`config.mk`:
```
export PLATFORM = sky130hd
export DESIGN_NAME = wra_top
export DESIGN_NICKNAME = d
export VERILOG_FILES = /design/src/pkg/wra_pkg.sv /design/src/hdl/wra_offset_mem.sv /design/src/hdl/wra_top.sv
export VERILOG_INCLUDE_DIRS = /design/src /design/src/pkg
export SDC_FILE = /design/constraint.sdc
export NUM_CORES = 1
export LEC_CHECK = 0
export ABC_AREA = 1
export BUFFER_PORTS_ARGS = -buffer_cell sky130_fd_sc_hd__buf_2
export CAP_MARGIN = 20
export CORE_ASPECT_RATIO = 0.6
export CORE_UTILIZATION = 30
export DETAILED_ROUTE_END_ITERATION = 6
export PLACE_DENSITY = 0.56
export SETUP_SLACK_MARGIN = 0.3
export SYNTH_ARGS = -nofsm -noshare
export SYNTH_HDL_FRONTEND = slang
export SYNTH_SLANG_ARGS = --single-unit
```
`constraint.sdc`:
```
create_clock -name i_clk -period 12.5 [get_ports i_clk]
set_input_delay 0.625 -clock i_clk [delete_from_list [all_inputs] [get_ports i_clk]]
set_output_delay 0.625 -clock i_clk [all_outputs]
set_load 0.01 [all_outputs]
```
`src/pkg/wra_regs.svh`:
```
// Object indexes, entry counts and fixed values of the windowed access block
// Assumes inclusion from package or module scope, definitions only
`ifndef WRA_REGS_SVH
`define WRA_REGS_SVH

// Object indexes
`define WRA_IDX_OFFSET   16'h2000
`define WRA_IDX_BANK1    16'h2001
`define WRA_IDX_BANK5    16'h2005
`define WRA_IDX_SIZE     16'h2100

// Entry-count subindex and counts reported there
`define WRA_SUB_COUNT    8'h00
`define WRA_OFFSET_CNT   8'h05
`define WRA_BANK_CNT     8'h10
`define WRA_SIZE_CNT     8'h04

// Size object subindexes
`define WRA_SUB_RX_REQ   8'h01
`define WRA_SUB_RX_MAX   8'h02
`define WRA_SUB_TX_REQ   8'h03
`define WRA_SUB_TX_MAX   8'h04

// Fixed maximum image sizes
`define WRA_RX_MAX_SIZE  32'h0000_0400
`define WRA_TX_MAX_SIZE  32'h0000_0400

// First double bank, reset value of offsets
`define WRA_FIRST_DBL    3'h4
`define WRA_OFFSET_RST   32'h0000_0000

`endif

```
`src/pkg/wra_pkg.sv`:
```
// Types shared by the windowed register access block
// Assumes nothing beyond the compile order of package before modules
package wra_pkg;

   // Sequencer states
   typedef enum logic [1:0] {
      WRA_IDLE,
      WRA_RDOFF,
      WRA_LOOK,
      WRA_CTL
   } wra_state_t;

   // Complete state of the top module
   typedef struct packed {
      logic [1:0]  rst_sync;
      wra_state_t  st;
      logic        busy;
      logic        ack;
      logic        err;
      logic [63:0] rdata;
      logic        wr;
      logic [7:0]  sub;
      logic [2:0]  bank;
      logic [63:0] wdata;
      logic        ctl_req;
      logic        ctl_wr;
      logic        ctl_dbl;
      logic [31:0] ctl_regnum;
      logic [63:0] ctl_wdata;
   } wra_state_s_t;

endpackage : wra_pkg

```
`src/hdl/wra_offset_mem.sv`:
```
// Offset store: five signed 32-bit words, registered read port
// Assumes one clock, reset already synchronised by the caller
`timescale 1ns/1ps
`include "wra_regs.svh"

module wra_offset_mem #(
   parameter int DEPTH = 5,
   parameter int AW    = 3
) (
   // Clock and reset
   input  wire logic          i_clk,
   input  wire logic          i_nrst,
   // Write port
   input  wire logic          i_we,
   input  wire logic [AW-1:0] i_waddr,
   input  wire logic [31:0]   i_wdata,
   // Read port
   input  wire logic [AW-1:0] i_raddr,
   output logic      [31:0]   o_rdata
);

   logic [31:0] mem_q [DEPTH];

   // Words cleared at reset, written on strobe, read into a register
   always_ff @(posedge i_clk or negedge i_nrst) begin
      if (!i_nrst) begin
         for (int i = 0; i < DEPTH; i++) begin
            mem_q[i] <= `WRA_OFFSET_RST; // [RULE3]
         end
         o_rdata <= `WRA_OFFSET_RST;
      end else begin
         if (i_we && (int'(i_waddr) < DEPTH)) begin
            mem_q[i_waddr] <= i_wdata;
         end
         if (int'(i_raddr) < DEPTH) begin
            o_rdata <= mem_q[i_raddr];
         end else begin
            o_rdata <= `WRA_OFFSET_RST;
         end
      end
   end

endmodule : wra_offset_mem

```
`src/hdl/wra_top.sv`:
```
// Windowed access from a fieldbus object port into controller registers
// Assumes one 40 MHz clock; object requests synchronous, one at a time
//
// Overview of operation
// [RULE1] Register number is bank subindex plus that bank's offset value.
// [RULE2] Offsets one to three serve integer banks, four and five doubles.
// [RULE3] Five signed 32-bit offsets, read/write, reset zero; count reads five.
// [RULE4] Bank n resolves its register with offset entry n.
// [RULE5] Each bank has entries one to sixteen; its count reads sixteen.
// [RULE6] Banks one to three carry signed 32-bit integers.
// [RULE7] Banks four and five carry 64-bit doubles.
// [RULE8] Bank reads and writes both reach the resolved controller register.
// [RULE9] Offsets widen reach beyond thirty-six thousand controller registers.
// [RULE10] Required receive image size reported read-only.
// [RULE11] Required transmit image size reported read-only.
// [RULE12] Maximum sizes both 1024, size object count reads four.
// [RULE13] Master should set its manager lengths to the required sizes.
// [RULE14] Each bank access reads the offset current at that moment.
//
// Request timing, counted in rising edges after the taking edge c0:
//   immediate answers (counts, sizes, offset writes, refusals) at c1;
//   offset reads at c2, the stored word needs one edge to come out;
//   bank accesses raise the controller request at c2 and answer one
//   edge after the controller's acknowledge is sampled.
// o_busy covers every multi-edge request and falls with o_ack, so a
// new request may stand in the same cycle as the answer.
// A request that arrives while o_busy is high is dropped silently;
// the master must wait for the answer before it asks again.
//
// Offset lookups start in the taking cycle, so an offset written by
// the request just before is already in the store: the store takes
// the write on c0 and the bank lookup reads it on the next take.
// The register number wraps at 32 bits: a negative offset larger than
// the subindex gives a number near the top of the space, which the
// controller is expected to refuse on its own side.
//
// Integer banks move the low word only and sign-extend it both ways;
// double banks move all 64 bits untouched, no conversion is done here.
// Write answers leave o_rdata as it was, except refused writes to
// subindex zero of the offset and bank objects, which load the count;
// otherwise a master that reads the answer word after a write sees
// the last read value.
// Required image sizes are sampled live on the taking edge.
// Entry counts answer on subindex zero of every object and refuse
// writes; subindexes past the count answer with o_err and no effect.
// The state struct keeps the reset synchroniser too: its two bits
// are the only part that runs while the internal reset is held.
`timescale 1ns/1ps
`include "wra_regs.svh"

module wra_top
   import wra_pkg::*;
#(
   parameter int REG_NUM_W = 32
) (
   // Clock and reset
   input  wire logic                 i_clk,
   input  wire logic                 i_nrst,
   // Object request from the fieldbus side
   input  wire logic                 i_req,
   input  wire logic                 i_wr,
   input  wire logic [15:0]          i_index,
   input  wire logic [7:0]           i_sub,
   input  wire logic [63:0]          i_wdata,
   // Object answer
   output logic                      o_busy,
   output logic                      o_ack,
   output logic                      o_err,
   output logic [63:0]               o_rdata,
   // Controller register port
   output logic                      o_ctl_req,
   output logic                      o_ctl_wr,
   output logic                      o_ctl_dbl,
   output logic [REG_NUM_W-1:0]      o_ctl_regnum,
   output logic [63:0]               o_ctl_wdata,
   input  wire logic                 i_ctl_ack,
   input  wire logic [63:0]          i_ctl_rdata,
   // Image sizes from the mapping logic
   input  wire logic [31:0]          i_rx_req_size,
   input  wire logic [31:0]          i_tx_req_size
);

   wra_state_s_t q;
   wra_state_s_t d;
   logic         nrst_int;
   logic         mem_we;
   logic [2:0]   mem_waddr;
   logic [2:0]   mem_raddr;
   logic [31:0]  mem_rdata;

   // Bank number 1..5 for a bank index, zero otherwise
   function automatic logic [2:0] bank_of(input logic [15:0] idx);
      logic [15:0] rel;
      rel = idx - `WRA_IDX_BANK1;
      if (idx >= `WRA_IDX_BANK1 && idx <= `WRA_IDX_BANK5) begin
         bank_of = rel[2:0] + 3'h1;
      end else begin
         bank_of = 3'h0;
      end
   endfunction : bank_of

   // Sign-extend a 32-bit word to the answer width
   function automatic logic [63:0] sext(input logic [31:0] v);
      sext = {{32{v[31]}}, v};
   endfunction : sext

   // Reset release through two flip-flops
   assign nrst_int = q.rst_sync[1];

   // Offset store
   wra_offset_mem #(
      .DEPTH (5),
      .AW    (3)
   ) u_offset_mem (
      .i_clk   (i_clk),
      .i_nrst  (nrst_int),
      .i_we    (mem_we),
      .i_waddr (mem_waddr),
      .i_wdata (i_wdata[31:0]),
      .i_raddr (mem_raddr),
      .o_rdata (mem_rdata)
   );

   // Memory strobes: offset writes and offset lookups in idle
   always_comb begin
      mem_we    = 1'b0;
      mem_waddr = i_sub[2:0] - 3'h1;
      mem_raddr = 3'h0;
      if (q.st == WRA_IDLE && i_req) begin
         if (i_index == `WRA_IDX_OFFSET) begin
            mem_raddr = i_sub[2:0] - 3'h1;
            mem_we    = i_wr && i_sub != `WRA_SUB_COUNT
                        && i_sub <= `WRA_OFFSET_CNT; // [RULE3]
         end else if (bank_of(i_index) != 3'h0) begin
            mem_raddr = bank_of(i_index) - 3'h1; // [RULE4] [RULE14]
         end
      end
   end

   // Next-state logic
   always_comb begin
      logic [2:0]  bk;
      logic [31:0] sum;
      bk  = bank_of(i_index);
      sum = 32'(q.sub) + mem_rdata;
      d   = q;
      d.rst_sync = {q.rst_sync[0], 1'b1};
      d.ack = 1'b0;
      d.err = 1'b0;
      case (q.st)
         // Idle: decode the object index and answer at once where the
         // value is known, else start the offset or bank sequence
         WRA_IDLE: begin
            if (i_req) begin
               d.wr    = i_wr;
               d.sub   = i_sub;
               d.wdata = i_wdata;
               d.bank  = bk;
               d.ack   = 1'b1;
               if (i_index == `WRA_IDX_OFFSET) begin
                  if (i_sub == `WRA_SUB_COUNT) begin
                     d.err   = i_wr;
                     d.rdata = 64'(`WRA_OFFSET_CNT); // [RULE3]
                  end else if (i_sub > `WRA_OFFSET_CNT) begin
                     d.err = 1'b1;
                  end else if (!i_wr) begin
                     d.ack  = 1'b0;
                     d.busy = 1'b1;
                     d.st   = WRA_RDOFF;
                  end
               end else if (bk != 3'h0) begin
                  if (i_sub == `WRA_SUB_COUNT) begin
                     d.err   = i_wr;
                     d.rdata = 64'(`WRA_BANK_CNT); // [RULE5]
                  end else if (i_sub > `WRA_BANK_CNT) begin
                     d.err = 1'b1;
                  end else begin
                     d.ack  = 1'b0;
                     d.busy = 1'b1;
                     d.st   = WRA_LOOK;
                  end
               end else if (i_index == `WRA_IDX_SIZE) begin
                  d.err = i_wr; // All size entries are read-only
                  case (i_sub)
                     `WRA_SUB_COUNT: begin
                        d.rdata = 64'(`WRA_SIZE_CNT); // [RULE12]
                     end
                     `WRA_SUB_RX_REQ: begin
                        d.rdata = sext(i_rx_req_size); // [RULE10]
                     end
                     `WRA_SUB_RX_MAX: begin
                        d.rdata = 64'(`WRA_RX_MAX_SIZE); // [RULE12]
                     end
                     `WRA_SUB_TX_REQ: begin
                        d.rdata = sext(i_tx_req_size); // [RULE11]
                     end
                     `WRA_SUB_TX_MAX: begin
                        d.rdata = 64'(`WRA_TX_MAX_SIZE); // [RULE12]
                     end
                     default: begin
                        d.err = 1'b1;
                     end
                  endcase
                  if (i_wr) begin
                     d.rdata = q.rdata; // Write answers keep the last read
                  end
               end else begin
                  d.err = 1'b1; // Unknown object
               end
            end
         end
         // Offset read: the stored word is out of its register now
         WRA_RDOFF: begin
            d.rdata = sext(mem_rdata); // [RULE3]
            d.ack   = 1'b1;
            d.busy  = 1'b0;
            d.st    = WRA_IDLE;
         end
         // Lookup: offset of this bank is ready, form the register
         // number and raise the controller request
         WRA_LOOK: begin
            d.ctl_regnum = sum; // [RULE1] [RULE9] [RULE14]
            d.ctl_dbl    = q.bank >= `WRA_FIRST_DBL; // [RULE2]
            d.ctl_wr     = q.wr; // [RULE8]
            d.ctl_req    = 1'b1; // [RULE8]
            if (q.bank >= `WRA_FIRST_DBL) begin
               d.ctl_wdata = q.wdata; // [RULE7]
            end else begin
               d.ctl_wdata = sext(q.wdata[31:0]); // [RULE6]
            end
            d.st = WRA_CTL;
         end
         // Controller access: hold every request field until the
         // acknowledge, then answer the master
         WRA_CTL: begin
            if (i_ctl_ack) begin
               d.ctl_req = 1'b0;
               d.ack     = 1'b1;
               d.busy    = 1'b0;
               d.st      = WRA_IDLE;
               if (!q.wr && q.ctl_dbl) begin
                  d.rdata = i_ctl_rdata; // [RULE7]
               end else if (!q.wr) begin
                  d.rdata = sext(i_ctl_rdata[31:0]); // [RULE6]
               end
            end
         end
         default: begin
            d.st = WRA_IDLE;
         end
      endcase
   end

   // State register; synchroniser stage has the raw reset only
   // While the internal reset is low everything but the synchroniser
   // stays cleared, so no output moves before the release
   always_ff @(posedge i_clk or negedge i_nrst) begin
      if (!i_nrst) begin
         q <= '0;
      end else if (!nrst_int) begin
         q          <= '0;
         q.rst_sync <= d.rst_sync;
      end else begin
         q <= d;
      end
   end

   // Outputs straight from the state register
   assign o_busy       = q.busy;
   assign o_ack        = q.ack;
   assign o_err        = q.err;
   assign o_rdata      = q.rdata;
   assign o_ctl_req    = q.ctl_req;
   assign o_ctl_wr     = q.ctl_wr;
   assign o_ctl_dbl    = q.ctl_dbl;
   assign o_ctl_regnum = REG_NUM_W'(q.ctl_regnum);
   assign o_ctl_wdata  = q.ctl_wdata;

endmodule : wra_top

```
Word-level counts from Yosys, hierarchy flattened --
Index checks and enable logic that the tools add are counted.
Storage, ports and cells: input bits 221, word-level logic and storage cells 138, bits in registers 438, output and inout port bits 166
Cells by class: $lt $le $gt $ge 11, muxes and demuxes 52, add/sub/neg operators 5, reductions and logical operators 20, bitwise gates (word level) 2, equal/unequal tests 27
Operators by type and width (count):
- 64-bit 2-to-1 mux | 8
- 64-bit one-hot mux with 4 select lines | 1
- 244-bit 2-to-1 mux | 1
- 64-bit one-hot mux with 3 select lines | 1
- 160-bit bitwise mux | 1
- 145-bit 2-to-1 mux | 1
- 32-bit 2-to-1 mux | 4
- 98-bit 2-to-1 mux | 1
- 32-bit binary-select mux with 3-bit select | 1
- 32-bit demux with 3-bit select | 1
- 76-bit 2-to-1 mux | 1
- 69-bit 2-to-1 mux | 1
- 65-bit 2-to-1 mux | 1
- 8-bit by 32-bit adder with 32-bit output | 1
- 16-bit by 14-bit equality test with 1-bit output, second input constant | 2
- 4-bit 2-to-1 mux | 7
- 3-bit 2-to-1 mux | 9
- 4-bit inequality test, second input constant | 5
- 8-bit by 2-bit equality test with 1-bit output, second input constant | 2
- 16-bit by 14-bit >= comparator with 1-bit output, second input constant | 1
- 16-bit by 14-bit less-or-equal comparator with 1-bit output, second input constant | 1
- 1-bit 2-to-1 mux | 10
- 3-bit inequality test, second input constant | 3
- 9-bit AND reduction | 1
- 37 further kinds | 52

Logic depth before layout (Yosys ltp) --
Gate-level depths: netlist of run 1.
depth in word-level cells 18, mapped depth 19

Cells and area by module --
From an unflattened synthesis of run 1, not the netlist that was laid out.
Second synthesis, totals: cell total of the unflattened synthesis 2963, area, all modules 22544.1 µm²
Modules (own cells, without submodules):
- wra_top | cells each 1899, area an instance 14042.2 µm², times used 1
- wra_offset_mem | cells each 1064, area an instance 8501.9 µm², times used 1

Worst setup path after synthesis of run 1 --
No wires, ideal clock.
kind flip-flop to flip-flop, start point register q, in the netlist nrst_int, end point register q, in the netlist o_rdata[25], path slack 6329 ps, required time 12417 ps, arrival 6088 ps, cell stages (with the launch flop) 14, path buffers 3, cell sequence dfrtp_1 clkbuf_1 inv_1 nor2_1 nand2_1 nand2_1 nor2_1 o21ai_0 nor2_1 nand2_1 buf_2 clkbuf_1 nand2_1 o21ai_0
On the way: word-level cells in the longest chain between the ends 2
RTL lines:
- start, declared | line wra_top.sv:83 | wra_state_s_t q;
- 6-bit by 3-bit inequality test with 1-bit output (no line), or another cell as far along
- 9-bit AND reduction (no line)
Parallel ways exist; a longest one is shown, timed or not. A chain may end at the register's enable or synchronous reset.

Worst setup path in the final report of run 1 --
start point register q[242] in the netlist's numbering, end point register u_offset_mem.o_rdata[17]
On the way: word-level cells in the longest chain between the ends 8
RTL lines:
- 2-bit zero test (*) | line wra_top.sv:129 | if (q.st == WRA_IDLE && i_req) begin
- 1-bit logical AND (*) | line wra_top.sv:129
- 3-bit 2-to-1 mux (*) | line wra_top.sv:129
- 3-bit inverter with 4-bit output (implied by the code) | line wra_offset_mem.sv:36 | o_rdata <= mem_q[i_raddr];
- 32-bit binary-select mux with 3-bit select | line wra_offset_mem.sv:36
- 32-bit 2-to-1 mux (implied by the code) (2 in a row) | line wra_offset_mem.sv:36
- 32-bit 2-to-1 mux (*) | line wra_offset_mem.sv:35 | if (int'(i_raddr) < DEPTH) begin
- end signal, assigned | line wra_offset_mem.sv:30 | o_rdata <= `WRA_OFFSET_RST;
- end signal, assigned | line wra_offset_mem.sv:36
- end signal, assigned | line wra_offset_mem.sv:38 | o_rdata <= `WRA_OFFSET_RST;
- end, declared | line wra_offset_mem.sv:19 | output logic [31:0] o_rdata
Every way passes the cells marked *; elsewhere a longest branch is shown, timed or not. The select of a mux whose other input is x is not followed.

==> results.txt, run 1 <==
----------------------------------------------------
[Place]
  Instance count after placement with tap cells included ... 3683
  Port buffer count ... 386
  GPL Wtd Cong ... 0.903
  DPL Wire Length ... 49200 um

[Floorplanning]
  Die X ... 346 um
  Number of standard-cell rows in the floorplan ... 75
  Core Area ... 70100 sq um
  Overall die height ... 209 um
  Number of top-level pins ... 387
  Starting Density ... 30.5%
  Total die area ... 72300 sq um

[Timing]
  Setup repair after global routing missed its margin ... false
  Max-slew violation total from the final report ... 0
  FMAX ... 0.240 GHz
  Worst slew pin tran ... 1.07 ns
  Number of setup violations in the final report ... 0
  Period utilisation layout ... 33.3%
  Setup TNS Final ... 0 ns
  Crit path time final ... 4.17 ns
  Final hold violations ... 0
  Max transition margin ... 28.8%
  Worst-case clock skew ... 0.0321 ns
  Worst Hold Margin ... 0.0289 ns

[Routing]
  Average routed wire per standard cell ... 19.1 um
  Remaining routing DRC violations ... 0
  Starting DRT DRC Count ... 1787
  Drt pass-1 iters ... 6
  Via-to-Cell Ratio ... 4.86
  Total vias in the final route ... 18300
  WL final ... 72000 um
  DRT antenna net count ... 0

[Logic synthesis]
  Share of the yosys chip area belonging to registers ... 51.1%
  Post-synthesis sequential element count ... 436
  Post-synth top cells ... sky130_fd_sc_hd__nand2_1, sky130_fd_sc_hd__dfrtp_1, sky130_fd_sc_hd__nand3_1
  Top cells by area, synth ... sky130_fd_sc_hd__dfrtp_1, sky130_fd_sc_hd__nand2_1, sky130_fd_sc_hd__nand3_1
  Instance count of the mapped netlist ... 2661
  Share of flip-flops with an asynchronous set or reset ... 100%
  Avg Synthesized Cell Area ... 8.02 sq um
  Most frequent cell after synthesis ... sky130_fd_sc_hd__nand2_1
  Distinct cells, synth ... 35
  Top-area cell type share of the netlist area ... 51.1%
  Post-synth net total ... 2897
  Synth Warn # ... 0
  Cell taking the most area after synthesis ... sky130_fd_sc_hd__dfrtp_1
  Number of synthesized flops with an enable pin ... 0
  Cell area after technology mapping ... 21400 sq um
  Ys flop type ... sky130_fd_sc_hd__dfrtp_1

[GRT]
  Overall Global Routing Usage ... 19.7%
  Global-route wire length before repair ... 110000 um
  Residual overflow from global routing ... 0
  Number of antenna violations at the first check in global routing ... 12
  Vias in the first global route ... 17300
  Maximum number of pins on one net before global-route repair ... 84

[Clocking]
  Setup bufs post-CTS ... 0
  Count of hold buffers inserted by post-cts repair ... 0
  Clock tree from TritonCTS ... built
  Maximum buffer depth of the clock tree ... 3
  # clock sinks ... 436
  H-tree depth ... 2
  Total clock buffers created by CTS ... 46
  Post-cts resize count ... 0
  Clock input transition at the sequential cells of the worst setup and hold paths ... 0.06 ns
  Insertion delay to the later sink of the worst-skew pair ... 0.61 ns
  Buffer type at the clock tree root ... sky130_fd_sc_hd__clkbuf_16

[Finish]
  Final net count ... 3047
  Final Core Density ... 35.0%
  Area used by multi-input combinational logic ... 8030 sq um
  Final non-filler cell total ... 3771
  Fraction of final layout cells sized beyond drive strength 1 ... 18.1%
  Count of fill cells added during filler insertion ... 7425
  Footprint of the flip-flops and latches ... 10900 sq um
  Area growth from synthesis to final layout ... 14.9%

[Power]
  Leakage component of the power ... 12.3 nW
  Pwr Density ... 122 nW/um^2
  Largest vdd supply drop ... 0.0808 mV
  Total Power Consumption ... 2.99 mW

[Hold path]
  Hold Path Class ... input port to async pin

[Job]
  Number of max-capacitance violations reported ... 0

[Worst setup path]
  Destination of the worst register-to-register timing path ... u_offset_mem.o_rdata[17]
  Data arrival time of the critical path ... 4.70 ns
  Nature of the critical path endpoint ... register
  Flop-to-flop setup slack ... 8.33 ns
  Capturing element of the worst setup path ... u_offset_mem.o_rdata[17]
  Req. time, crit path ... 13.03 ns
  Number of cells on the worst reg-to-reg path ... 12
  Worst Path Class, Setup ... register to register
  Reg2reg start ... q[242]
  Critical path fanouts, max ... 37
  CP startpoint kind ... register
  CP Launch Point ... q[242]

[Outcome]
  Result of the run ... finished clean

----------------------------------------------------
-- worst max-delay path, stage by stage, from the launching register on --
cell and delay, ns:
sky130_fd_sc_hd__dfrtp_1 0.42, sky130_fd_sc_hd__inv_2 0.29, sky130_fd_sc_hd__nand2_1 0.23, sky130_fd_sc_hd__nor2_2 0.11
sky130_fd_sc_hd__o21ai_0 0.10, sky130_fd_sc_hd__a21oi_1 0.07, sky130_fd_sc_hd__nand2_2 0.66, sky130_fd_sc_hd__clkinv_1 0.87
sky130_fd_sc_hd__buf_4 0.47, sky130_fd_sc_hd__nor3_2 0.19, sky130_fd_sc_hd__buf_4 0.41, sky130_fd_sc_hd__nand2_1 0.11
sky130_fd_sc_hd__nand2_1 0.09
-- final cells by class --
cell class	instances	share of cell area, %
flip-flops and latches	436	44.5
inverters	176	2.69
multi-input cells	1733	32.8
clock inverters	17	0.780
repair buffers	418	9.19
clock buffers	65	5.35
diodes	2	0.0204
well taps	924	4.71
-- cells in the final DEF, fill, tap and decap left out, types with 4 or more instances in the layout --
master                      synthesis  layout
sky130_fd_sc_hd__clkinv_1           3       5
sky130_fd_sc_hd__clkbuf_16          0      46
sky130_fd_sc_hd__a21o_1            27      27
sky130_fd_sc_hd__o22ai_1           62      62
sky130_fd_sc_hd__dfrtp_1          436     435
sky130_fd_sc_hd__nor2_1            77      72
sky130_fd_sc_hd__nand2_1          871     868
sky130_fd_sc_hd__a21oi_1           22      22
sky130_fd_sc_hd__buf_2             31     385
sky130_fd_sc_hd__o211ai_1          33      33
sky130_fd_sc_hd__ha_1              14      14
sky130_fd_sc_hd__nor3_1            11      10
sky130_fd_sc_hd__inv_2              6       7
sky130_fd_sc_hd__o21ai_1          161     160
sky130_fd_sc_hd__inv_1            167     164
sky130_fd_sc_hd__nand3_1          244     243
sky130_fd_sc_hd__clkbuf_1         110      10
sky130_fd_sc_hd__nand4_1           39      39
sky130_fd_sc_hd__clkbuf_8           0       9
sky130_fd_sc_hd__buf_4            160      28
sky130_fd_sc_hd__nand3_4            0       4
sky130_fd_sc_hd__o21ai_0          151     151
sky130_fd_sc_hd__clkinv_2           0       9
-- sequential cells by signal (all words and copies together) (netlist names) --
register,flops
u_offset_mem.o_rdata,32
nrst_int,1
o_ctl_wr,1
o_err,1
o_rdata,64
d,1
o_ctl_regnum,32
q,76
o_ctl_wdata,64
o_ctl_req,1
o_ack,1
u_offset_mem.mem_q,160
o_ctl_dbl,1
o_busy,1
-- cell families (layout without fill, tap and decap cells) --
family / count (synthesis) / in the layout / share of synthesized area (%)
flops: 436 / 436 / 51.1
other cells: 1 / 3 / 0.0176
buf+inv: 492 / 676 / 11.6
compound gates: 465 / 465 / 12.1
fa+ha+maj: 15 / 15 / 0.914
simple gates: 1252 / 1252 / 24.2
-- report_power, final --
part	switching, mW	total [mW]	internal [mW]
clock network	0.603	1.40	0.795
logic	0.115	0.162	0.0474
registers	0.00810	1.43	1.43
total	0.726	2.99	2.27
-- worst min-delay path by stage --
stage / cells after the start / startpoint / to
after CTS: 1 / i_nrst / q[155]
after detailed placement: 0 / d[245] / nrst_int
after global routing: 1 / i_nrst / q[155]
after floorplan: 0 / i_nrst / d[245]
final: 1 / i_nrst / o_ctl_wdata[46]
after global placement: 0 / d[245] / nrst_int
-- per-layer routing --
metal	global-route usage, %	wire length, um	vias to the layer above
met5	1.65	238	-
met4	5.56	1790	12
met3	5.53	6300	107
met2	26.4	28500	618
met1	30.1	35200	8742
li1	-	-	8832
-- per-stage QoR --
stage | setup slack (ns) | cell area (sq um)
after floorplan | 6.33 | 21400
after global placement | 8.16 | 22900
after detailed placement | 8.09 | 22900
after CTS | 8.30 | 24400
after global routing | 7.98 | 24500
final | 8.33 | 24500
No activity file was read; power rests on OpenSTA's default activity.
==> run 2, diff against run 1 <==
==> constraint.sdc (replaced) <==
create_clock -name i_clk -period 4 [get_ports i_clk]
set_input_delay 0.2 -clock i_clk [delete_from_list [all_inputs] [get_ports i_clk]]
set_output_delay 0.2 -clock i_clk [all_outputs]
set_load 0.01 [all_outputs]
==> run 2 against run 1 <==
Global-route usage about the same. Critical path depth is 1 higher. Clock-buffer cell count shrank 1. Final cell count up 2.3%. Die area did not move. Critical path type is now input port to register. Critical endpoint is now u_offset_mem.mem_q[118]. Largest cell class unchanged. Largest power group unchanged. Highest routed layer unchanged.
==> results.txt, run 2 (synthesis gave the netlist of run 1 again) <==
----------------------------------------------------
[Floorplanning]
  Total die area ... 72300 sq um (unchanged)
  Core Area ... 70100 sq um (unchanged)
  Number of standard-cell rows in the floorplan ... 75 (unchanged)
  Starting Density ... 30.5% (unchanged)
  Die X ... 346 um (unchanged)
  Overall die height ... 209 um (unchanged)
  Number of top-level pins ... 387 (unchanged)

[Worst setup path]
  Critical path buffers and inverters ... 5 (was 4)
  Destination of the worst register-to-register timing path ... u_offset_mem.o_rdata[10] (was u_offset_mem.o_rdata[17])
  Critical path fanouts, max ... 56 (was 37)
  Critical path depth in cells ... 13 (was 12)
  Slowest stage cell, crit path ... sky130_fd_sc_hd__dlygate4sd3_1 (was sky130_fd_sc_hd__clkinv_1)
  Critical path cell sequence ... dlygate4sd3_1, buf_2, inv_1, ha_1, inv_1, nand2_1, nor2_1, nor3_1, nor3b_4, nand3_2, buf_4, nand2_1, o21ai_1 (was inv_2, nand2_1, nor2_2, o21ai_0, a21oi_1, nand2_2, clkinv_1, buf_4, nor3_2, buf_4, nand2_1, nand2_1)
  Reg2reg start ... q[243] (was q[242])
  Req. time, crit path ... 4.45 ns (was 13.03 ns)
  Capturing element of the worst setup path ... u_offset_mem.mem_q[118] (was u_offset_mem.o_rdata[17])
  Number of cells on the worst reg-to-reg path ... 11 (was 12)
  Data arrival time of the critical path ... 3.32 ns (was 4.70 ns)
  Worst Path Class, Setup ... input port to register (was register to register)
  CP startpoint kind ... input port (was register)
  Crit-path leading delay family ... simple AND/OR/NAND/NOR gates (was buffers and inverters)
  Stage delay of the slowest cell on the critical path ... 0.55 ns (was 0.87 ns)
  CP Launch Point ... i_sub[1] (was q[242])
  Flop-to-flop setup slack ... 1.18 ns (was 8.33 ns)
  Nature of the critical path endpoint ... register (unchanged)

[Finish]
  Fraction of final layout cells sized beyond drive strength 1 ... 18.0% (was 18.1%)
  Top Registers ... u_offset_mem.mem_q x160, q x76 (unchanged)
  Area growth from synthesis to final layout ... 18.7% (was 14.9%)
  Most common library cell in the layout ignoring fill and taps ... sky130_fd_sc_hd__nand2_1 (unchanged)
  Final design instance area without fill ... 25300 sq um (was 24500 sq um)
  Count of fill cells added during filler insertion ... 7333 (was 7425)
  Top register by number of flip-flops ... u_offset_mem.mem_q (unchanged)
  Final net count ... 3129 (was 3047)
  Top library cells by usage in the layout, fill and taps aside ... sky130_fd_sc_hd__nand2_1, sky130_fd_sc_hd__dfrtp_1, sky130_fd_sc_hd__buf_2 (unchanged)
  Largest register FFs ... 160 (unchanged)

[Timing]
  Max transition margin ... 28.4% (was 28.8%)
  Worst Hold Margin ... 0.0302 ns (was 0.0289 ns)
  Number of setup violations in the final report ... 0 (unchanged)
  Final hold violations ... 0 (unchanged)
  Worst slew pin tran ... 1.07 ns (about the same)
  Setup TNS Final ... 0 ns (unchanged)
  Worst-case clock skew ... 0.0244 ns (was 0.0321 ns)
  Crit path time final ... 2.87 ns
  FMAX ... 0.349 GHz
  Period utilisation layout ... 71.7%
  Max-slew violation total from the final report ... 0 (unchanged)
  Setup repair after global routing missed its margin ... false (unchanged)

[Routing]
  DRT antenna net count ... 0 (unchanged)
  Drt pass-1 iters ... 6 (unchanged)
  Average routed wire per standard cell ... 18.7 um (was 19.1 um)
  Remaining routing DRC violations ... 0 (unchanged)
  Starting DRT DRC Count ... 1770 (was 1787)
  Total vias in the final route ... 18700 (was 18300)
  Via-to-Cell Ratio ... 4.85 (was 4.86)
  WL final ... 72200 um (was 72000 um)

[Clocking]
  Clock input transition at the sequential cells of the worst setup and hold paths ... 0.06 ns (about the same)
  # clock sinks ... 436 (unchanged)
  Maximum buffer depth of the clock tree ... 3 (unchanged)
  Post-cts resize count ... 0 (unchanged)
  Insertion delay to the later sink of the worst-skew pair ... 0.61 ns (about the same)
  Clock tree from TritonCTS ... built (unchanged)
  H-tree depth ... 2 (unchanged)
  Total clock buffers created by CTS ... 45 (was 46)
  Buffer type at the clock tree root ... sky130_fd_sc_hd__clkbuf_16 (unchanged)

[Power]
  Largest vdd supply drop ... 0.274 mV (was 0.0808 mV)
  Leakage component of the power ... 12.6 nW (was 12.3 nW)
  Pwr Density ... 371 nW/um^2 (was 122 nW/um^2)

[GRT]
  Maximum number of pins on one net before global-route repair ... 195 (was 84)
  Number of antenna violations at the first check in global routing ... 9 (was 12)
  Global-route wire length before repair ... 110000 um (about the same)
  Vias in the first global route ... 17400 (was 17300)
  Residual overflow from global routing ... 0 (unchanged)
  Overall Global Routing Usage ... 19.7% (about the same)

[Hold path]
  Hold Path Class ... input port to register (was input port to async pin)
  Hold Path Origin ... i_wdata[1]

[Job]
  Number of max-capacitance violations reported ... 0 (unchanged)

[Place]
  Post-place instance area ... 23100 sq um (was 22900 sq um)
  GPL Wtd Cong ... 0.897 (was 0.903)
  Port buffer count ... 386 (unchanged)
  DPL Wire Length ... 48800 um (was 49200 um)

[Outcome]
  Result of the run ... finished clean (unchanged)

----------------------------------------------------
## run 2: how the worst min path moves through the flow
stage                                        end  slack (ns)  depth (start not counted)
after floorplan                           d[245]        -0.1                          0
after global placement                    q[149]        0.19                          1
after detailed placement                  q[149]        0.20                          1
after CTS                            o_rdata[10]       0.007                          5
after global routing      u_offset_mem.mem_q[16]        0.03                          3
final                      u_offset_mem.mem_q[1]        0.03                          3
## run 2: final cells by class
class                           count  area [sq um]  area share [%]
Inverter                          176           661            2.61
Timing Repair Buffer              501          3100            12.2
Sequential cell                   436         10900            43.1
Clock inverter                     16           171           0.677
Tap cell                          924          1160            4.56
Clock buffer                       64          1310            5.17
Multi-Input combinational cell   1733          8000            31.6
Antenna cell                        7          17.5          0.0691
## run 2: report_power, final
| part | leakage, nW | internal (mW) | switching (mW) | total (mW) |
|---|---|---|---|---|
| Combinational | 5.88 | 0.198 | 0.377 | 0.575 |
| Clock | 0.728 | 2.48 | 1.88 | 4.35 |
| Sequential | 6.04 | 4.46 | 0.0153 | 4.47 |
| Total | 12.6 | 7.13 | 2.27 | 9.40 |
## run 2: tightest hold or removal path, cell delays in order
cell and delay [ns]:
sky130_fd_sc_hd__buf_2 0.10, sky130_fd_sc_hd__inv_1 0.14, sky130_fd_sc_hd__o21ai_1 0.16
## run 2: per-stage QoR
stage	std cells	setup WS, ns	power, mW	utilization (%)
floorplan	2661	0.639	4.78	-
global placement	3696	1.10	5.07	32.9
finish	3857	1.13	9.40	36.1
global route	3854	0.974	9.76	36.1
detailed placement	3696	0.992	5.07	32.9
CTS	3848	1.26	9.52	36.0
## run 2: repair_timing
| item | in CTS | in global routing |
|---|---|---|
| hold buffers | 72 | 0 |
| buffers inserted | 0 | 0 |
| hold endpoints to repair | 246 | 0 |
## run 2: routing by layer
layer / GRT usage [%] / part of all wire (%) / vias up
li1: - / - / 8991
met1: 29.9 / 49 / 8958
met2: 26.9 / 40 / 638
met3: 5.11 / 8.4 / 110
met4: 5.78 / 2.5 / 4
met5: 0 / 0.036 / -
